==> src/rtl/cbt_pkg.sv <==
package cbt_pkg;
   // ------------------------------------------------------------
   // Register map
   // ------------------------------------------------------------
   localparam logic [7:0] OFF_CTRL   = 8'h00;
   localparam logic [7:0] OFF_STATUS = 8'h04;
   localparam logic [7:0] OFF_BREAKPOINT_INSTR   = 8'h08;
   localparam logic [7:0] OFF_LINK   = 8'h0c;
   localparam logic [7:0] OFF_STACK  = 8'h10;
   localparam int CTRL_RESUME = 0;
   localparam int CTRL_CLRERR = 1;
   localparam logic [7:0]  BLK_RST  = 8'h00;
   localparam logic [31:0] WORD_RST = 32'h0000_0000;
   // Return marker value is arbitrary.
   localparam logic [31:0] LINK_MARK = 32'hffff_fff1;
   // ------------------------------------------------------------
   // Opcode patterns
   // ------------------------------------------------------------
   localparam logic [7:0]  OP_PREFIX = 8'hbf;
   localparam logic [7:0]  OP_BREAKPOINT_INSTR   = 8'hbe;
   localparam logic [10:0] OP_MASK   = 11'h5b3;
   localparam logic [3:0]  OP_CB     = 4'hb;
   localparam logic [3:0]  OP_BCOND  = 4'hd;
   localparam logic [2:0]  OP_BC_EXT = 3'h7;
   localparam logic [4:0]  OP_B16    = 5'h1c;
   localparam logic [8:0]  OP_BX     = 9'h08e;
   localparam logic [7:0]  OP_ADDHI  = 8'h44;
   localparam logic [7:0]  OP_MOVHI  = 8'h46;
   localparam logic [7:0]  OP_POPPC  = 8'hbd;
   localparam logic [4:0]  OP_B32    = 5'h1e;
   localparam logic [6:0]  OP_LDR32  = 7'h7c;
   localparam logic [6:0]  OP_LDM32  = 7'h74;
   localparam logic [11:0] OP_TB1    = 12'he8d;
   localparam logic [10:0] OP_TB2    = 11'h780;
   localparam logic [15:0] OP_BAR1   = 16'hf3bf;
   localparam logic [11:0] OP_BAR2   = 12'h8f5;
   localparam logic [3:0]  REG_SP    = 4'hd;
   localparam logic [3:0]  REG_PC    = 4'hf;
   localparam logic [3:0]  COND_AL   = 4'he;
   localparam logic [3:0]  COND_NV   = 4'hf;
   localparam logic [31:0] PC_AHEAD  = 32'h0000_0004;
   typedef enum logic [1:0] {ST_RUN, ST_TABLE, ST_HALT} state_e;
endpackage : cbt_pkg

==> src/rtl/cond_block_table_branch_ctrl.sv <==
// How it works
// [RULE1] Prefix makes one to four following instructions conditional.
// [RULE2] Block instructions use base condition or inverse only.
// [RULE3] Switch bits pick then or else per slot.
// [RULE4] Always-true prefix forbids any else switch.
// [RULE5] Breakpoint inside block executes regardless of condition.
// [RULE6] Exception between or within block saves return state.
// [RULE7] Exception return restores block state and resumes.
// [RULE8] Nested prefix, compare-branch, mask change refused inside.
// [RULE9] PC writers only outside or last in block.
// [RULE10] Only conditional branch may be conditional outside block.
// [RULE11] Prefix and breakpoint leave flags unchanged.
// [RULE12] Table address is base plus scaled index.
// [RULE13] Table branch target is next address plus twice entry.
// [RULE14] PC base means table follows the instruction.
// [RULE15] Stack pointer base, SP or PC index refused.
// [RULE16] Breakpoint halts core; immediate kept for debugger.
// [RULE17] Mask change clears or sets selected mask bits.
// [RULE18] Fault mask blocks all faults; primary only configurable.
// [RULE19] Mask change ignored unprivileged, unconditional, flags kept.
// [RULE20] Barrier holds later memory accesses until earlier complete.
// [RULE21] Barrier never holds instructions without memory access.
// [RULE22] Block state holds condition and pattern, advances, clears.
//
// Register access over APB and the address map were decided locally.
`timescale 1ns/1ps
`default_nettype none
module cond_block_table_branch_ctrl (
   input  wire logic        pclk,
   input  wire logic        presetn,
   input  wire logic        psel,
   input  wire logic        penable,
   input  wire logic        pwrite,
   input  wire logic [7:0]  paddr,
   input  wire logic [31:0] pwdata,
   output logic             pready,
   output logic             pslverr,
   output logic [31:0]      prdata,
   input  wire logic        instr_valid,
   output logic             instr_ready,
   input  wire logic [31:0] instr_word,
   input  wire logic        instr_wide,
   input  wire logic        instr_mem,
   input  wire logic [31:0] instr_addr,
   input  wire logic [3:0]  flags_nzcv,
   input  wire logic        privileged,
   input  wire logic [31:0] base_val,
   input  wire logic [31:0] index_val,
   input  wire logic        mem_busy,
   output logic             tbl_req,
   output logic             tbl_half,
   output logic [31:0]      tbl_addr,
   input  wire logic        tbl_ack,
   input  wire logic [15:0] tbl_data,
   input  wire logic        exc_req,
   input  wire logic        exc_ret,
   input  wire logic [31:0] exc_ret_psw,
   output logic             exc_taken,
   output logic [31:0]      link_register,
   output logic [31:0]      program_status_word,
   output logic             res_valid,
   output logic             res_exec,
   output logic             res_illegal,
   output logic             res_flags_keep,
   output logic             res_branch,
   output logic [31:0]      res_target,
   output logic             debug_halt,
   output logic             primary_irq_mask,
   output logic             fault_irq_mask,
   output logic             irq_block,
   output logic             cfg_fault_block,
   output logic             all_fault_block
);
   // ------------------------------------------------------------
   // Helpers
   // ------------------------------------------------------------
   function automatic logic cond_pass(input logic [3:0] c,
                                      input logic [3:0] f);
      logic r;
      r = 1'b0;
      unique case (c[3:1])
         3'h0: r = f[2];
         3'h1: r = f[1];
         3'h2: r = f[3];
         3'h3: r = f[0];
         3'h4: r = f[1] & ~f[2];
         3'h5: r = f[3] == f[0];
         3'h6: r = ~f[2] & (f[3] == f[0]);
         3'h7: r = 1'b1;
      endcase
      if (c[3:1] != 3'h7 && c[0]) begin
         r = ~r;
      end
      return r;
   endfunction : cond_pass

   function automatic logic [31:0] psw_pack(input logic [7:0] b);
      return {5'h00, b[1:0], 9'h000, b[7:2], 10'h000};
   endfunction : psw_pack

   // ------------------------------------------------------------
   // Decode
   // ------------------------------------------------------------
   cbt_pkg::state_e st_q;
   logic [7:0]  blk_q;
   logic [7:0]  blk_next;
   logic [15:0] hw1;
   logic [15:0] hw2;
   logic        in_blk;
   logic        last_blk;
   logic        is_pfx;
   logic        is_cb;
   logic        is_breakpoint_instr;
   logic        is_mask;
   logic        is_bc;
   logic        is_tb;
   logic        is_bar;
   logic        pc_wr;
   logic        illegal;
   logic        pass;
   logic        execs;
   logic        accept;
   logic [31:0] tb_base;
   logic        bar_q;
   logic        err_q;
   logic [7:0]  imm_q;
   logic [31:0] tb_pc_q;

   always_comb begin
      hw1      = instr_wide ? instr_word[31:16] : instr_word[15:0];
      hw2      = instr_word[15:0];
      in_blk   = blk_q[3:0] != 4'h0;
      last_blk = blk_q[3:0] == 4'h8;
      is_pfx   = !instr_wide && hw1[15:8] == cbt_pkg::OP_PREFIX
                 && hw1[3:0] != 4'h0;
      is_cb    = !instr_wide && hw1[15:12] == cbt_pkg::OP_CB
                 && !hw1[10] && hw1[8];
      is_breakpoint_instr  = !instr_wide && hw1[15:8] == cbt_pkg::OP_BREAKPOINT_INSTR;
      is_mask  = !instr_wide && hw1[15:5] == cbt_pkg::OP_MASK;
      is_bc    = !instr_wide && hw1[15:12] == cbt_pkg::OP_BCOND
                 && hw1[11:9] != cbt_pkg::OP_BC_EXT;
      is_tb    = instr_wide && hw1[15:4] == cbt_pkg::OP_TB1
                 && hw2[15:5] == cbt_pkg::OP_TB2;
      is_bar   = instr_wide && hw1 == cbt_pkg::OP_BAR1
                 && hw2[15:4] == cbt_pkg::OP_BAR2;
      pc_wr = is_bc | is_tb;
      if (!instr_wide) begin
         pc_wr = pc_wr | hw1[15:11] == cbt_pkg::OP_B16
                 | hw1[15:8] == cbt_pkg::OP_BX[8:1]
                 | hw1[15:8] == cbt_pkg::OP_POPPC
                 | ((hw1[15:8] == cbt_pkg::OP_ADDHI
                     || hw1[15:8] == cbt_pkg::OP_MOVHI)
                    && {hw1[7], hw1[2:0]} == cbt_pkg::REG_PC);
      end else begin
         // Barriers and special moves share this space but keep the PC.
         pc_wr = pc_wr | (hw1[15:11] == cbt_pkg::OP_B32 && hw2[15]
                          && (hw2[12] || hw1[9:7] != 3'h7))
                 | (hw1[15:9] == cbt_pkg::OP_LDR32 && hw1[4]
                    && hw2[15:12] == cbt_pkg::REG_PC)
                 | (hw1[15:9] == cbt_pkg::OP_LDM32 && hw1[4] && hw2[15]);
      end
      illegal = 1'b0;
      if (in_blk && (is_pfx || is_cb || is_mask)) begin
         illegal = 1'b1; // [RULE8]
      end
      if (in_blk && pc_wr && !last_blk) begin
         illegal = 1'b1; // [RULE9]
      end
      if (in_blk && is_bc && hw1[11:8] != blk_q[7:4]) begin
         illegal = 1'b1; // [RULE2]
      end
      if (is_pfx && (hw1[7:4] == cbt_pkg::COND_NV
          || (hw1[7:4] == cbt_pkg::COND_AL
              && (hw1[3:0] & (hw1[3:0] - 4'h1)) != 4'h0))) begin
         illegal = 1'b1; // [RULE4]
      end
      if (is_tb && (hw1[3:0] == cbt_pkg::REG_SP
          || hw2[3:0] == cbt_pkg::REG_SP
          || hw2[3:0] == cbt_pkg::REG_PC)) begin
         illegal = 1'b1; // [RULE15]
      end
      // Outside a block only the conditional branch carries a condition.
      if (in_blk) begin
         pass = cond_pass(blk_q[7:4], flags_nzcv); // [RULE2]
      end else if (is_bc) begin
         pass = cond_pass(hw1[11:8], flags_nzcv); // [RULE10]
      end else begin
         pass = 1'b1;
      end
      execs = !illegal && (pass || is_breakpoint_instr); // [RULE5]
      tb_base = hw1[3:0] == cbt_pkg::REG_PC
                ? instr_addr + cbt_pkg::PC_AHEAD : base_val; // [RULE14]
      if (blk_q[2:0] == 3'h0) begin
         blk_next = cbt_pkg::BLK_RST; // [RULE22]
      end else begin
         blk_next = {blk_q[7:5], blk_q[3:0], 1'b0}; // [RULE22]
      end
   end

   // A later memory access waits on the barrier; others run on.
   assign instr_ready = st_q == cbt_pkg::ST_RUN && !exc_req && !exc_ret
                        && !(bar_q && instr_mem); // [RULE21]
   assign accept = instr_valid && instr_ready;

   // ------------------------------------------------------------
   // Block state and exceptions
   // ------------------------------------------------------------
   always_ff @(posedge pclk or negedge presetn) begin
      if (!presetn) begin
         blk_q <= cbt_pkg::BLK_RST;
      end else if (exc_ret && st_q == cbt_pkg::ST_RUN) begin
         blk_q <= {exc_ret_psw[15:10], exc_ret_psw[26:25]}; // [RULE7]
      end else if (exc_req && st_q == cbt_pkg::ST_RUN) begin
         blk_q <= cbt_pkg::BLK_RST; // [RULE6]
      end else if (accept && is_pfx && !illegal) begin
         blk_q <= hw1[7:0]; // [RULE1] [RULE3]
      end else if (accept && in_blk) begin
         blk_q <= blk_next; // [RULE22]
      end
   end

   always_ff @(posedge pclk or negedge presetn) begin
      if (!presetn) begin
         exc_taken           <= 1'b0;
         link_register       <= cbt_pkg::WORD_RST;
         program_status_word <= cbt_pkg::WORD_RST;
      end else begin
         exc_taken <= exc_req && !exc_ret && st_q == cbt_pkg::ST_RUN;
         if (exc_req && !exc_ret && st_q == cbt_pkg::ST_RUN) begin
            link_register       <= cbt_pkg::LINK_MARK; // [RULE6]
            program_status_word <= psw_pack(blk_q); // [RULE6]
         end
      end
   end

   // ------------------------------------------------------------
   // Sequencing, table branch and breakpoint
   // ------------------------------------------------------------
   always_ff @(posedge pclk or negedge presetn) begin
      if (!presetn) begin
         st_q     <= cbt_pkg::ST_RUN;
         tbl_req  <= 1'b0;
         tbl_half <= 1'b0;
         tbl_addr <= cbt_pkg::WORD_RST;
         tb_pc_q  <= cbt_pkg::WORD_RST;
         imm_q    <= cbt_pkg::BLK_RST;
      end else begin
         unique case (st_q)
            cbt_pkg::ST_RUN: begin
               if (accept && execs && is_tb) begin
                  st_q     <= cbt_pkg::ST_TABLE;
                  tbl_req  <= 1'b1;
                  tbl_half <= hw2[4];
                  tbl_addr <= tb_base + (hw2[4] ? {index_val[30:0], 1'b0}
                                                : index_val); // [RULE12]
                  tb_pc_q  <= instr_addr + cbt_pkg::PC_AHEAD;
               end else if (accept && execs && is_breakpoint_instr) begin
                  st_q  <= cbt_pkg::ST_HALT; // [RULE16]
                  imm_q <= hw1[7:0]; // [RULE16]
               end
            end
            cbt_pkg::ST_TABLE: begin
               if (tbl_ack) begin
                  st_q    <= cbt_pkg::ST_RUN;
                  tbl_req <= 1'b0;
               end
            end
            cbt_pkg::ST_HALT: begin
               if (psel && penable && pwrite && paddr == cbt_pkg::OFF_CTRL
                   && pwdata[cbt_pkg::CTRL_RESUME]) begin
                  st_q <= cbt_pkg::ST_RUN;
               end
            end
         endcase
      end
   end
   assign debug_halt = st_q == cbt_pkg::ST_HALT;

   // ------------------------------------------------------------
   // Results
   // ------------------------------------------------------------
   always_ff @(posedge pclk or negedge presetn) begin
      if (!presetn) begin
         res_valid      <= 1'b0;
         res_exec       <= 1'b0;
         res_illegal    <= 1'b0;
         res_flags_keep <= 1'b0;
         res_branch     <= 1'b0;
         res_target     <= cbt_pkg::WORD_RST;
      end else if (st_q == cbt_pkg::ST_TABLE) begin
         res_valid  <= tbl_ack;
         res_branch <= tbl_ack;
         if (tbl_ack) begin
            res_target <= tb_pc_q + {15'h0000, (tbl_half ? tbl_data
                          : {8'h00, tbl_data[7:0]}), 1'b0}; // [RULE13]
         end
      end else begin
         res_valid      <= accept && !(execs && is_tb);
         res_exec       <= execs;
         res_illegal    <= illegal;
         res_branch     <= 1'b0;
         res_flags_keep <= is_pfx | is_breakpoint_instr | is_mask | is_tb | is_bar
                           | is_cb | is_bc; // [RULE11] [RULE15] [RULE19]
      end
   end

   // ------------------------------------------------------------
   // Interrupt masks
   // ------------------------------------------------------------
   always_ff @(posedge pclk or negedge presetn) begin
      if (!presetn) begin
         primary_irq_mask <= 1'b0;
         fault_irq_mask   <= 1'b0;
      end else if (accept && is_mask && !illegal && privileged) begin
         if (hw1[1]) begin
            primary_irq_mask <= hw1[4]; // [RULE17] [RULE19]
         end
         if (hw1[0]) begin
            fault_irq_mask <= hw1[4]; // [RULE17] [RULE19]
         end
      end
   end
   assign irq_block       = primary_irq_mask | fault_irq_mask; // [RULE18]
   assign cfg_fault_block = primary_irq_mask | fault_irq_mask; // [RULE18]
   assign all_fault_block = fault_irq_mask; // [RULE18]

   // ------------------------------------------------------------
   // Memory barrier
   // ------------------------------------------------------------
   // Only outstanding accesses hold the barrier, so it costs nothing
   // when the memory side is already idle.
   always_ff @(posedge pclk or negedge presetn) begin
      if (!presetn) begin
         bar_q <= 1'b0;
      end else if (accept && execs && is_bar) begin
         bar_q <= mem_busy; // [RULE20]
      end else if (!mem_busy) begin
         bar_q <= 1'b0; // [RULE20]
      end
   end

   // ------------------------------------------------------------
   // Register slave
   // ------------------------------------------------------------
   logic mapped;
   assign mapped = paddr == cbt_pkg::OFF_CTRL || paddr == cbt_pkg::OFF_STATUS
                   || paddr == cbt_pkg::OFF_BREAKPOINT_INSTR || paddr == cbt_pkg::OFF_LINK
                   || paddr == cbt_pkg::OFF_STACK;
   assign pready  = 1'b1;
   assign pslverr = psel && penable && !mapped;

   // A new refusal wins over a clear in the same cycle.
   always_ff @(posedge pclk or negedge presetn) begin
      if (!presetn) begin
         err_q <= 1'b0;
      end else if (accept && illegal) begin
         err_q <= 1'b1;
      end else if (psel && penable && pwrite && paddr == cbt_pkg::OFF_CTRL
                   && pwdata[cbt_pkg::CTRL_CLRERR]) begin
         err_q <= 1'b0;
      end
   end

   always_ff @(posedge pclk or negedge presetn) begin
      if (!presetn) begin
         prdata <= cbt_pkg::WORD_RST;
      end else if (psel && !penable) begin
         unique case (paddr)
            cbt_pkg::OFF_STATUS: prdata <= {18'h00000,
               st_q == cbt_pkg::ST_TABLE, err_q, bar_q, debug_halt,
               fault_irq_mask, primary_irq_mask, blk_q};
            cbt_pkg::OFF_BREAKPOINT_INSTR:  prdata <= {24'h000000, imm_q};
            cbt_pkg::OFF_LINK:  prdata <= link_register;
            cbt_pkg::OFF_STACK: prdata <= program_status_word;
            default:            prdata <= cbt_pkg::WORD_RST;
         endcase
      end
   end
endmodule : cond_block_table_branch_ctrl
`default_nettype wire

==> config.mk <==
export PLATFORM = sky130hd
export DESIGN_NAME = cond_block_table_branch_ctrl
export DESIGN_NICKNAME = d
export VERILOG_FILES = /design/src/rtl/cbt_pkg.sv /design/src/rtl/cond_block_table_branch_ctrl.sv
export SDC_FILE = /design/constraint.sdc
export NUM_CORES = 1
export LEC_CHECK = 0
export ABC_AREA = 1
export ABC_CLOCK_PERIOD_IN_PS = 5600
export BUFFER_PORTS_ARGS = -buffer_cell sky130_fd_sc_hd__buf_2
export CAP_MARGIN = 25
export CORE_AREA = 2 2 161 163
export DETAILED_ROUTE_END_ITERATION = 7
export DIE_AREA = 0 0 163 165
export GPL_ROUTABILITY_DRIVEN = 0
export HOLD_SLACK_MARGIN = 0.08
export MAX_ROUTING_LAYER = met4
export PLACE_DENSITY = 0.77
export SKIP_LAST_GASP = 1
export SLEW_MARGIN = 20
export SYNTH_ARGS = -nofsm -noshare
export SYNTH_HDL_FRONTEND = slang
export SYNTH_SLANG_ARGS = --single-unit
==> constraint.sdc <==
create_clock -name pclk -period 5.6 [get_ports pclk]
set_input_delay 0.28 -clock pclk [delete_from_list [all_inputs] [get_ports pclk]]
set_output_delay 0.28 -clock pclk [all_outputs]
set_load 0.05 [all_outputs]
Word level (Yosys, flattened, before mapping)
Cells that the tools add are included.
- $add $sub $neg: 4
- $mul: 0
- divide/modulo/power cells: 0
- order comparisons: 0
- equality and inequality tests: 56
- shifts and indexed selects: 0
- mux-type cells: 39
- bitwise logic cells: 22
- reductions and logical operators: 102
- operators by type and width (cell ; count):
    one-hot mux 32 bit (4 select lines) ; 1
    two-way mux 32 bit ; 2
    logical AND 1 bit ; 60
    == test 4 bit (second input constant) ; 11
    two-way mux 8 bit ; 5
    adder 32 x 17 -> 32 bit ; 1
    adder 32 x 3 -> 32 bit (second input constant) ; 1
    adder 32 bit ; 1
    two-way mux 16 bit ; 2
    == test 12 bit (second input constant) ; 2
    == test 3 bit (second input constant) ; 8
    == test 8 x 7 -> 1 bit (second input constant) ; 3
    == test 8 bit (second input constant) ; 3
    == test 11 bit (second input constant) ; 2
    two-way mux 1 bit ; 21
    nonzero test 4 bit ; 5
    == test 16 bit (second input constant) ; 1
    == test 8 x 4 -> 1 bit (second input constant) ; 2
    one-hot mux 1 bit (8 select lines) ; 2
    bitwise OR 1 bit ; 15
    == test 7 bit (second input constant) ; 2
    == test 3 x 2 -> 1 bit (second input constant) ; 4
    logical OR 1 bit ; 12
    == test 5 bit (second input constant) ; 2
    25 further kinds ; 55
- flip-flop bits (word level): 167
- bits in latches: 0
- memory bits (writable): 0
- bits in read-only memories: 0
- output and inout bits: 177
- logic and storage cells: 245
- memories kept: 0

Depth between registers and ports, before layout
Gate-level depths: netlist of the first run.
- depth in word-level cells: 23
- gate-level depth with buffers: 26
- depth with buffers taken out: 24

Worst setup path after synthesis of the first run
Ideal clock, no wire load.
- path type: register to register
- start: register st_q[0]
- end: register tbl_addr[3]
- library setup time: 0.125 ns
- data arrival time: 4.622 ns
- data required time: 5.475 ns
- path slack: 0.853 ns
- stages on the path, launching flop included: 12
- period minus slack after synthesis: 4.747 ns
- cells stage by stage: dfrtp_1 > inv_1 > ha_1 > inv_1 > a2111oi_0 > nand2_1 > clkinv_1 > nand4_2 > buf_2 > buf_2 > nand2_1 > o31ai_1
- word-level cells in the longest chain between the ends: 8
- RTL lines (what ; line ; text):
    start, declared ; cond_block_table_branch_ctrl.sv:104 ; cbt_pkg::state_e st_q;
    start signal, assigned ; cond_block_table_branch_ctrl.sv:241 ; st_q <= cbt_pkg::ST_RUN;
    start signal, assigned ; cond_block_table_branch_ctrl.sv:251 ; st_q <= cbt_pkg::ST_TABLE;
    start signal, assigned ; cond_block_table_branch_ctrl.sv:258 ; st_q <= cbt_pkg::ST_HALT;
    logical NOT 2 bit ; cond_block_table_branch_ctrl.sv:201 ; assign instr_ready = st_q == cbt_pkg::ST_RUN && !exc_req && !exc_ret
    logical AND 1 bit (2 in series) ; cond_block_table_branch_ctrl.sv:201 ;
    logical AND 1 bit ; cond_block_table_branch_ctrl.sv:202 ; && !(bar_q && instr_mem);
    net instr_ready ; cond_block_table_branch_ctrl.sv:40 ; output logic instr_ready,
    logical AND 1 bit ; cond_block_table_branch_ctrl.sv:203 ; assign accept = instr_valid && instr_ready;
    logical AND 1 bit (2 in series) ; cond_block_table_branch_ctrl.sv:250 ; if (accept && execs && is_tb) begin
    AND reduction 2 bit (no source line) ; - ;
    end signal, assigned ; cond_block_table_branch_ctrl.sv:244 ; tbl_addr <= cbt_pkg::WORD_RST;
    end signal, assigned ; cond_block_table_branch_ctrl.sv:254 ; tbl_addr <= tb_base + (hw2[4] ? {index_val[30:0], 1'b0}
    end, declared ; cond_block_table_branch_ctrl.sv:52 ; output logic [31:0] tbl_addr,
The timed path passes the listed nets, and every way through them passes these cells.
A chain may end at the register's enable or synchronous reset.

Worst setup path in the final report of the first run
- start: input port instr_addr[2]
- end: register tbl_addr[30]
- word-level cells in the longest chain between the ends: 3
- RTL lines (what ; line ; text):
    start, declared ; cond_block_table_branch_ctrl.sv:44 ; input wire logic [31:0] instr_addr,
    adder 32 x 3 -> 32 bit ; cond_block_table_branch_ctrl.sv:192 ; ? instr_addr + cbt_pkg::PC_AHEAD : base_val;
    two-way mux 32 bit ; cond_block_table_branch_ctrl.sv:192 ;
    adder 32 bit ; cond_block_table_branch_ctrl.sv:254 ;
No other way between the ends.

==> metrics.yaml, run 1 <==
floorplan:
  die_x_um: 163
  rows: 58
  io_pins: 410
  fp.dieH_um: 165
  die_area_um2: 26900
  initial_core_util_pct: 48.7
  coreArea_um2: 25000
logic_synthesis:
  synth-seq-cells: 154
  synth-simple-area-share_pct: 31.8
  synthCells: 1821
  synth-adder-area-share_pct: 5.56
  synth_xor_area_share_pct: 4.89
  synth_cell_types: 55
  syn_avg_cell_area_um2: 6.69
  synth_compound_area_share_pct: 13.7
  muxShareOfSynthArea_pct: 0
  ys_seq_area_share_pct: 31.6
  synth_top_family_by_area: "simple AND/OR/NAND/NOR gates"
  yosys_warnings: 0
  syn_area_um2: 12200
power_and_ir_drop:
  combPwrFrac_pct: 33.0
  leakage_nw: 7.88
  clkPwrFrac_pct: 32.1
  power_mw: 3.60
  vdd_drop_max_uv: 214
  power_switching_share_pct: 40.1
  p_per_area_nw_per_um2: 253
  p_sw_mw: 1.45
  p_seq_share_pct: 34.9
  p_int_mw: 2.16
sta:
  rsz0062_at_grt: "no"
  hold_violations: 0
  slew_headroom_pct: 40.0
  setup_viol: 0
  fin_worst_skew_ps: 15.9
  worst_slack_ps: 1520
  period_needed_ps: 4080
  setup_tns_ps: 0
  fin_crit_sh_pct: 72.9
  max_freq_mhz: 245
  slew_viol_final: 0
  worst-slew-pin-transition_ps: 900
  holdWs_ps: 87.2
grt:
  top_usage_layer: "met2"
  grt_antenna_before_repair: 7
  global_route.usage.met2_pct: 47.1
  grt-ovfl-total: 0
  grt_max_degree: 99
  grt_use_met1_pct: 38.6
  use_met3_pct: 4.60
  grt_use_total_pct: 30.1
  grt_pass1_vias: 12200
  grt_pass1_wl_um: 62100
cells_and_area:
  final_util_pct: 57.0
  final_area_um2: 14300
  syn_to_final_growth_pct: 17.0
  drive_gt1_share_pct: 19.3
  final_nets: 2371
  instances_no_fill: 2438
clock_tree:
  cts.path.max_buffers: 2
  clockRootBuffer: "clkbuf_16"
  cts_setup_buffers: 0
  clock-sinks: 154
  clk_pin_slew_ps: 70
  cts_tree: "yes"
  ctsResizeCount: 0
  cts_hold_buf: 3
  htreeDepth: 4
  cts_buffers: 17
  insertion_delay_ps: 440
placed_design:
  dpl_cell_area_um2: 13600
  dp_slack_ps: 1200
  dp_hpwl_um: 31500
  io_buffer_count: 327
  place_inst: 2393
min_path:
  hold_class: "in -> reg"
detailed_routing:
  routed_via_density: 5.42
  vias: 13200
  finalWirelength_um: 39800
  initialDrtViolationCount: 1259
  wl_per_cell_um: 16.3
  firstDrtPassIters: 6
  ant_nets: 0
  drc: 0
critical_path:
  cp_max_fo: 5
  start_kind: "input pin"
  crit_type: "in -> reg"
  worstPathArrival_ps: 4350
  cp.required_ps: 5870
  crit_path_end_kind: "flop"
run_status:
  status: "completed"
flow_run:
  maxCapViolations: 0
[critical path, stage by stage]
cell	delay (ps)
buf_2	170
ha_1	210
nand3_1	170
nor3_1	230
nand2_1	110
nor3_1	200
nand2_1	110
nor2_1	160
nand2_1	70
nor2_1	190
nand3_1	220
inv_1	100
nor2_1	70
nand2_1	70
nand2_1	90
ha_1	360
nand2_1	150
nor4_1	390
nand2_1	90
o211ai_1	410
a31oi_1	190
xor2_1	210
o21ai_0	100
[path summary, 6_finish.rpt]
| check | start | end | slack, ps | depth (start not counted) |
|---|---|---|---|---|
| setup / recovery | instr_addr[2] | tbl_addr[30] | 1520 | 23 |
| hold / removal | exc_ret_psw[15] | blk_q[7] | 90 | 3 |
| setup reg to reg | st_q[0] | st_q[0] | 2380 | 12 |
| hold reg to reg | tbl_addr[0] | tbl_addr[0] | 470 | 2 |
| max in group asynchronous | presetn | prdata[13] | 3800 | 3 |
| min in group asynchronous | presetn | res_target[11] | 480 | 2 |
[cell families (layout without fill, tap and decap cells)]
| group | after synthesis | count (layout) |
|---|---|---|
| compound gates | 308 | 308 |
| xor+xnor | 68 | 68 |
| fa+ha+maj | 53 | 53 |
| buf+inv | 311 | 562 |
| flops | 154 | 154 |
| other cells | 2 | 38 |
| simple gates | 925 | 925 |
[power by group through the flow]
stage / sequential, mW / combinational (mW) / clock, mW
floorplan: 1.38 / 0.707 / 0
global placement: 1.27 / 1.14 / 0
detailed placement: 1.27 / 1.16 / 0
CTS: 1.25 / 1.17 / 1.17
global route: 1.27 / 1.31 / 1.22
finish: 1.26 / 1.19 / 1.16
[final cells by class]
cell class | instances | area [um^2]
diodes | 10 | 25.0
inverters | 192 | 723
clock inverters | 15 | 151
multi-input cells | 1382 | 6940
repair buffers | 338 | 1730
clock buffers | 17 | 425
well taps | 330 | 413
flip-flops and latches | 154 | 3850
fillers | 2418 | 10800
[cell usage after synthesis (all sizes together)]
master	n	area (um^2)
clkbuf	29	109
a31oi	8	50.1
dfrtp	154	3850
conb	2	7.51
nor4	8	56.3
o21bai	2	15.0
o221ai	1	8.76
buf	90	668
ha	51	638
clkinv	5	18.8
a211oi	2	15.0
nand2	617	2350
xnor2	24	210
inv	187	704
nor3	31	160
fa	2	40.0
o22ai	9	56.3
nand3	77	420
o311ai	3	26.3
a21o	5	37.5
or4	1	7.51
xor2	44	385
o31ai	4	30.0
nor2	143	566
nor4b	1	8.76
o21ai	183	927
o21a	5	37.5
nand4	38	250
or2	5	31.3
a21oi	72	364
a21boi	5	37.5
o211ai	7	52.6
nand3b	2	15.0
and3	1	6.26
a2111oi	1	8.76
a22oi	1	7.51
nor3b	1	7.51
[state kept, by name, indices dropped and copies added, names as in the netlist, 2 cells and up]
signal / cells
res_target: 32
tb_pc_q: 32
tbl_addr: 32
prdata: 19
blk_q: 8
imm_q: 8
program_status_word: 8
st_q: 2
[cell usage in the layout (no fill, tap or decap), types with 6 or more instances in the layout]
cell	count
nand2_1	606
buf_2	326
inv_1	181
o21ai_0	159
dfrtp_1	154
nor2_1	139
nand3_1	73
a21oi_1	71
ha_1	51
xor2_1	44
nand4_1	36
nor3_1	30
conb_1	28
xnor2_1	24
o21ai_1	21
clkbuf_16	17
diode_2	10
nand2_2	10
o22ai_1	9
a31oi_1	8
buf_4	8
nor4_1	7
o211ai_1	7
inv_6	6
[layer usage]
| metal | vias to the layer above | share of wire [%] |
|---|---|---|
| met5 | - | 0 |
| met4 | 0 | 4.3 |
| met3 | 120 | 9.8 |
| met2 | 781 | 45 |
| met1 | 5966 | 41 |
| li1 | 6344 | - |
Note: power is estimated with default switching activity, not from simulation.
==> run 2, diff against run 1 <==
--- a/config.mk
+++ b/config.mk
@@ -5,13 +5,13 @@
 export SDC_FILE = /design/constraint.sdc
 export NUM_CORES = 1
 export LEC_CHECK = 0
-export ABC_AREA = 1
-export ABC_CLOCK_PERIOD_IN_PS = 5600
+export ABC_AREA = 0
+export ABC_CLOCK_PERIOD_IN_PS = 3900
 export BUFFER_PORTS_ARGS = -buffer_cell sky130_fd_sc_hd__buf_2
 export CAP_MARGIN = 25
-export CORE_AREA = 2 2 161 163
+export CORE_AREA = 2 2 157 159
 export DETAILED_ROUTE_END_ITERATION = 7
-export DIE_AREA = 0 0 163 165
+export DIE_AREA = 0 0 159 161
 export GPL_ROUTABILITY_DRIVEN = 0
 export HOLD_SLACK_MARGIN = 0.08
 export MAX_ROUTING_LAYER = met4
==> constraint.sdc (replaced) <==
create_clock -name pclk -period 3.9 [get_ports pclk]
set_input_delay 0.195 -clock pclk [delete_from_list [all_inputs] [get_ports pclk]]
set_output_delay 0.195 -clock pclk [all_outputs]
set_load 0.05 [all_outputs]
==> run 2 against run 1 <==
Effect of this change:
- sequential share of layout area increased by 0.51 points
- sequential cell count unchanged
- combinational power increased by 34%
- clock power increased by 51%
- wire length decreased by 16%
- synthesized area decreased by 6.9%
- critical path depth decreased by 6
- core utilization increased by 1.4 points
==> metrics.yaml, run 2 <==
sta:
  period_needed_ps: 3450
  slew_viol_final: 0  # unchanged
  fin_worst_skew_ps: 12.3  # -3.58 ps
  setup_viol: 0  # unchanged
  slew_headroom_pct: 33.7  # -6.4 points
  rsz0062_at_grt: "no"
  setup_tns_ps: 0  # unchanged
  max_freq_mhz: 290
  worst-slew-pin-transition_ps: 991  # +91.9 ps
  fin_crit_sh_pct: 88.4
  hold_violations: 0  # unchanged
placed_design:
  io_buffer_count: 327  # unchanged
  dp_hpwl_um: 26400  # -16%
  place_inst: 1933  # -19%
detailed_routing:
  drc: 0  # unchanged
  firstDrtPassIters: 5  # -1
  ant_nets: 0  # unchanged
  initialDrtViolationCount: 928  # -26%
  vias: 10800  # -18%
  finalWirelength_um: 33400  # -16%
  routed_via_density: 5.41  # about the same
  wl_per_cell_um: 16.8  # +2.9%
critical_path:
  crit_type: "in -> reg"
  r2r_slack_ps: 470  # -1910 ps
  reg2reg_from: "tb_pc_q[1]"
  cp_slowest_stage_delay_ps: 360  # -50 ps
  path_cells: "buf_2 -> and3_1 -> or2_2 -> and2_2 -> mux2_2 -> ha_1 -> fa_2 -> a211oi_2 -> o21ai_1 -> nand4_1 -> a21o_1 -> a211oi_1 -> a221o_1 -> a21oi_1 -> o21ai_0 -> xnor2_1 -> o21ai_0"
  start_kind: "input pin"
  crit_buf_inv: 1  # -1
  crit_family: "compound AO/OA/AOI/OAI gates"
  worstPathArrival_ps: 3800  # -550 ps
  r2r-end: "res_target[31]"
  reg2reg_depth: 13  # +1
  cp_max_fo: 5  # unchanged
  cp.required_ps: 4260  # -1610 ps
  crit_top_cell: "o21ai_0"
  slowest_stage: "fa_2"
  crit_path_end_kind: "flop"
floorplan:
  die_area_um2: 25600  # -4.8%
  io_pins: 410  # unchanged
  rows: 57  # -1.7%
  initial_core_util_pct: 47.4  # -1.3 points
  fp.dieH_um: 161  # -2.4%
  die_x_um: 159  # -2.5%
  coreArea_um2: 24000  # -4.3%
grt:
  grt_pass1_vias: 10100  # -17%
  grt-ovfl-total: 0  # unchanged
  grt_use_total_pct: 26.3  # -3.9 points
  grt_pass1_wl_um: 52600  # -15%
  grt_max_degree: 107  # +8.1%
  grt_antenna_before_repair: 12  # +5
logic_synthesis:
  synth_cell_types: 74  # +35%
  synth_largest_area_cell: "dfrtp_1"
  synth-seq-cells: 154  # unchanged
  synthCells: 1331  # -27%
  synth_top_area_share_pct: 34.0  # +2.3 points
  synth_common_cells: "nand2_1, dfrtp_1, o21ai_0, nor2_1, a21oi_1"
  yosys_warnings: 0  # unchanged
  syn_avg_cell_area_um2: 8.53  # +27%
  ys.flop_type: "dfrtp_1"
  syn_area_um2: 11300  # -6.9%
  synthArstFlopShare_pct: 100  # unchanged
  synth_area_leaders: "dfrtp_1, nand2_1, o21ai_0"
  synth-edff-count: 0  # unchanged
  yosysMostFrequentCell: "nand2_1"
  ys_seq_area_share_pct: 34.0  # +2.3 points
cells_and_area:
  syn_to_final_growth_pct: 23.4
  final_cell_mix: "buf_2, nand2_1, dfrtp_1"
  fill_cells: 2164  # -11%
  final_nets: 1929  # -19%
  drive_gt1_share_pct: 29.5  # +10 points
  reg_top3: "res_target x32, tb_pc_q x32, tbl_addr x32"
  final_util_pct: 58.4  # +1.4 points
  layout_commonest_cell: "buf_2"
  instances_no_fill: 1992  # -18%
power_and_ir_drop:
  power_mw: 5.20  # +44%
  power_switching_share_pct: 37.5  # -2.6 points
  p_sw_mw: 1.95  # +35%
  p_per_area_nw_per_um2: 371  # +47%
  leakage_nw: 6.86  # -13%
  p_seq_share_pct: 35.6  # +0.7 points
  clkPwrFrac_pct: 33.6  # +1.5 points
  combPwrFrac_pct: 30.8  # -2.2 points
  vdd_drop_max_uv: 208  # -2.6%
  p_int_mw: 3.25  # +50%
min_path:
  whs_endpoint: "tbl_req"
  holdPathStages: 3  # unchanged
  hold_class: "in -> reg"
  min-delay-start: "tbl_ack"
run_status:
  status: "completed"
flow_run:
  maxCapViolations: 0  # unchanged
clock_tree:
  htreeDepth: 4  # unchanged
  cts_tree: "yes"
  clockRootBuffer: "clkbuf_16"
  cts_setup_buffers: 0  # unchanged
  cts.path.max_buffers: 2  # unchanged
  insertion_delay_ps: 430  # about the same
  clock-sinks: 154  # unchanged
  clk_pin_slew_ps: 70  # about the same
  cts_buffers: 17  # unchanged
## run 2: cell count changes after synthesis, moves of 28 or more
cell and delta:
mux2_2 +57, nand3_1 -39, nand2_1 -411, xnor2_1 +28
inv_1 -157, nor2_1 -55
## run 2: power groups by stage
stage                     Combinational [mW]  Clock (mW)  Sequential [mW]
after CTS                               1.58        1.77             1.84
after global placement                  1.52           0             1.87
after detailed placement                1.55           0             1.87
after global routing                    1.75        1.83             1.86
final                                   1.60        1.75             1.85
after floorplan                        0.955           0             1.97
## run 2: per-stage QoR
| stage | worst slack, ps | instance area, um^2 | hold slack (ps) |
|---|---|---|---|
| finish | 453 | 14000 | 115 |
| global route | 110 | 14000 | 101 |
| CTS | 373 | 13900 | 88.6 |
| detailed placement | 62.8 | 13200 | 408 |
| global placement | 126 | 13200 | 390 |
| floorplan | 29.2 | 11500 | -101 |
## run 2: worst max path at each step
stage / to / start / cells past startpoint / slack, ps
CTS: res_target[31] / tb_pc_q[1] / 13 / 370
floorplan: tbl_addr[30] / instr_wide / 22 / 30
finish: tbl_addr[30] / instr_word[17] / 17 / 450
detailed placement: tbl_addr[30] / instr_word[17] / 17 / 60
global route: res_target[31] / tb_pc_q[1] / 13 / 110
global placement: tbl_addr[30] / instr_word[17] / 17 / 130
## run 2: kinds of logic after synthesis
kind of cell | after synthesis | synth area share [%]
AOI/OAI and AO/OA | 348 | 18.7
buffers and inverters | 154 | 7.82
DFF | 154 | 34.0
and+or+nand+nor | 455 | 19.1
muxes | 73 | 7.27
xor gates and xnor gates | 90 | 6.95
other | 2 | 0.0662
adders and majority gates | 55 | 6.15
## run 2: worst min-delay path: stages
cell,delay [ps]
buf_2,130
nand2_1,60
a22o_1,140
## run 2: final cells by class
| class | instances | area (um^2) | area share, % |
|---|---|---|---|
| antenna | 12 | 30.0 | 0.215 |
| clock buffer | 17 | 425 | 3.04 |
| clock inverter | 15 | 198 | 1.41 |
| inverter | 25 | 93.8 | 0.670 |
| multi-input combinational | 1049 | 6730 | 48.1 |
| sequential | 154 | 3850 | 27.5 |
| tap | 324 | 405 | 2.90 |
| timing repair buffer | 396 | 2260 | 16.2 |
## run 2: per-layer routing
metal  part of all wire, %  wire, um  global-route usage (%)
met1                    47     15600                    36.5
met2                    44     14600                    38.0
met3                   5.9      1990                    3.85
met4                   3.8      1270                    12.0
met5                     0         0                       -
## run 2: timing repair
| action | 4_1_cts | 5_1_grt |
|---|---|---|
| endpoints found under the setup margin | 0 | 1 |
| hold endpoints to repair | 115 | 0 |
| gates resized for setup | 0 | 1 |
| hold buffers | 14 | 0 |
==> run 3, diff against run 2 <==
--- a/config.mk
+++ b/config.mk
@@ -7,15 +7,17 @@
 export LEC_CHECK = 0
 export ABC_AREA = 0
 export ABC_CLOCK_PERIOD_IN_PS = 3900
-export BUFFER_PORTS_ARGS = -buffer_cell sky130_fd_sc_hd__buf_2
+export BUFFER_PORTS_ARGS = -buffer_cell sky130_fd_sc_hd__clkbuf_2
 export CAP_MARGIN = 25
-export CORE_AREA = 2 2 157 159
+export CELL_PAD_IN_SITES_DETAIL_PLACEMENT = 1
+export CELL_PAD_IN_SITES_GLOBAL_PLACEMENT = 2
+export CORE_MARGIN = 2
+export CORE_UTILIZATION = 29
 export DETAILED_ROUTE_END_ITERATION = 7
-export DIE_AREA = 0 0 159 161
 export GPL_ROUTABILITY_DRIVEN = 0
 export HOLD_SLACK_MARGIN = 0.08
 export MAX_ROUTING_LAYER = met4
-export PLACE_DENSITY = 0.77
+export PLACE_DENSITY = 0.82
 export SKIP_LAST_GASP = 1
 export SLEW_MARGIN = 20
 export SYNTH_ARGS = -nofsm -noshare
==> run 3 against run 2 <==
Effect of this change:
- first-iteration DRC count fell by 48%
- final cell count rose by 11%
- largest cell class unchanged
- setup slack got worse by 180 ps
- die area rose by 59%
- wire length rose by 20%
- sequential cell count did not move
- global-route usage fell by 5.9 points
- register-to-register slack got worse by 80 ps
- maximum frequency fell by 5.0%
- hold slack improved by 7.4 ps
- via count rose by 0.21%
==> metrics.yaml, run 3 (same netlist as run 2, synthesis figures left out) <==
sta:
  worst_slack_ps: 272  # -181 ps
  hold_violations: 0  # unchanged
  slew_headroom_pct: 34.1  # +0.47 points
  setup_viol: 0  # unchanged
  slew_viol_final: 0  # unchanged
  max_freq_mhz: 276  # -5.0%
  fin_crit_sh_pct: 93.0  # +4.6 points
  fin_worst_skew_ps: 10.6  # -1.78 ps
  setup_tns_ps: 0  # unchanged
  rsz0062_at_grt: "no"
  holdWs_ps: 122  # +7.41 ps
  worst-slew-pin-transition_ps: 984  # -7.06 ps
  period_needed_ps: 3630  # +181 ps
power_and_ir_drop:
  p_seq_share_pct: 36.0  # +0.4 points
  clkPwrFrac_pct: 32.3  # -1.3 points
  power_mw: 5.19  # -0.14%
  combPwrFrac_pct: 31.8  # +1.0 points
  p_sw_mw: 1.95  # about the same
  p_int_mw: 3.24  # -0.19%
  power_switching_share_pct: 37.6  # about the same
  p_per_area_nw_per_um2: 360  # -2.9%
  vdd_drop_max_uv: 340  # +63%
  leakage_nw: 6.94  # +1.1%
critical_path:
  cp_slowest_stage_delay_ps: 510  # +150 ps
  crit_type: "in -> reg"
  worstPathArrival_ps: 4010  # +210 ps
  r2r_slack_ps: 390  # -80 ps
  cp_max_fo: 26  # +21
  reg2reg_depth: 13  # unchanged
  crit_path_end_kind: "flop"
  path_cells: "clkbuf_2 -> and3b_1 -> or2_2 -> and2_2 -> buf_12 -> nor2_1 -> a21oi_1 -> ha_1 -> a2111oi_0 -> o21ai_1 -> nand4_1 -> a21o_1 -> a211oi_1 -> a221o_1 -> a21oi_1 -> o21ai_0 -> xnor2_1 -> o21ai_0"
  cp.required_ps: 4280  # +20 ps
  r2r-end: "res_target[31]"
  reg2reg_from: "tb_pc_q[1]"
  start_kind: "input pin"
  slowest_stage: "a2111oi_0"
clock_tree:
  insertion_delay_ps: 460  # +30 ps
  htreeDepth: 4  # unchanged
  cts_tree: "yes"
  ctsResizeCount: 0  # unchanged
  cts_buffers: 17  # unchanged
  clockRootBuffer: "clkbuf_16"
  clock-sinks: 154  # unchanged
  cts.path.max_buffers: 2  # unchanged
  clk_pin_slew_ps: 60  # about the same
floorplan:
  io_pins: 410  # unchanged
  die_area_um2: 40700  # +59%
  rows: 72  # +26%
  initial_core_util_pct: 29.4  # -18 points
  die_x_um: 202  # +27%
  fp.dieH_um: 202  # +25%
  coreArea_um2: 38600  # +61%
cells_and_area:
  final-seq-area_um2: 3850  # unchanged
  final_cell_mix: "clkbuf_2, nand2_1, dfrtp_1"
  final_nets: 1958  # +1.5%
  multi_input_area_um2: 6740  # about the same
  reg_top3: "res_target x32, tb_pc_q x32, tbl_addr x32"
  syn_to_final_growth_pct: 26.9
  layout_commonest_cell: "clkbuf_2"
  drive_gt1_share_pct: 30.6  # +1.1 points
  fill_cells: 4731  # +120%
placed_design:
  dp_slack_ps: -172  # -234 ps
  dp_hpwl_um: 33000  # +25%
  io_buffer_count: 327  # unchanged
detailed_routing:
  finalWirelength_um: 40200  # +20%
  routed_via_density: 4.88  # -9.8%
  drc: 0  # unchanged
  vias: 10800  # +0.21%
  ant_nets: 0  # unchanged
  wl_per_cell_um: 18.2  # +8.1%
  initialDrtViolationCount: 484  # -48%
  firstDrtPassIters: 5  # unchanged
grt:
  grt_pass1_wl_um: 62700  # +19%
  grt_use_total_pct: 20.4  # -5.9 points
  grt_pass1_vias: 11000  # +8.6%
  grt-ovfl-total: 0  # unchanged
  grt_antenna_before_repair: 10  # -2
  grt_max_degree: 84  # -21%
min_path:
  min-delay-start: "instr_addr[2]"
  whs_endpoint: "tb_pc_q[2]"
  hold_class: "in -> reg"
  holdPathStages: 3  # unchanged
flow_run:
  maxCapViolations: 0  # unchanged
run_status:
  status: "completed"
## run 3: cell type report
| cell class | instances | share of cell area (%) |
|---|---|---|
| Timing Repair Buffer | 425 | 17.2 |
| Clock buffer | 19 | 3.08 |
| Antenna cell | 10 | 0.174 |
| Clock inverter | 13 | 0.912 |
| Sequential cell | 154 | 26.8 |
| Inverter | 25 | 0.652 |
| Tap cell | 518 | 4.50 |
| Multi-Input combinational cell | 1049 | 46.8 |
## run 3: worst max-delay path by stage
| stage | slack (ps) | from | end |
|---|---|---|---|
| after floorplan | 30 | instr_wide | tbl_addr[30] |
| after global placement | -60 | instr_wide | tbl_addr[30] |
| after detailed placement | -170 | instr_wide | tbl_addr[30] |
| after global routing | 10 | instr_addr[6] | tbl_addr[30] |
| final | 270 | instr_wide | tbl_addr[30] |
| after CTS | 290 | instr_wide | tbl_addr[30] |
## run 3: repair_timing
item,in CTS,in global routing
buffers inserted,0,0
hold endpoints to repair,96,0
hold buffers,17,0
## run 3: power by group through the flow
| stage | clock (mW) | sequential, mW | combinational (mW) |
|---|---|---|---|
| after global routing | 1.79 | 1.88 | 1.81 |
| after global placement | 0 | 1.89 | 1.59 |
| after detailed placement | 0 | 1.90 | 1.62 |
| after floorplan | 0 | 1.97 | 0.955 |
| final | 1.67 | 1.87 | 1.65 |
| after CTS | 1.74 | 1.87 | 1.65 |
## run 3: per-stage QoR
step	utilization [%]	instances	cell area (um^2)
floorplan	-	1357	11500
global placement	35.3	2154	13600
detailed placement	35.3	2154	13600
CTS	37.2	2203	14400
global route	37.3	2213	14400
finish	37.3	2213	14400
## run 3: critical path: cells and delay by family
| kind | cells | cell delay (ps) |
|---|---|---|
| AO/OA/AOI/OAI | 9 | 1940 |
| AND/OR/NAND/NOR | 5 | 1040 |
| adder cells (fa/ha/maj) | 1 | 350 |
| buffers and inverters | 2 | 340 |
| XOR/XNOR | 1 | 150 |
## run 3: metal layers
| layer | GRT usage, % | wire length (um) | vias to the layer above | part of all wire [%] |
|---|---|---|---|---|
| li1 | - | - | 5335 | - |
| met1 | 27.3 | 19500 | 5145 | 48 |
| met2 | 30.3 | 17900 | 273 | 44 |
| met3 | 3.32 | 1570 | 55 | 3.9 |
| met4 | 8.95 | 1260 | 0 | 3.1 |
| met5 | - | 0 | - | 0 |
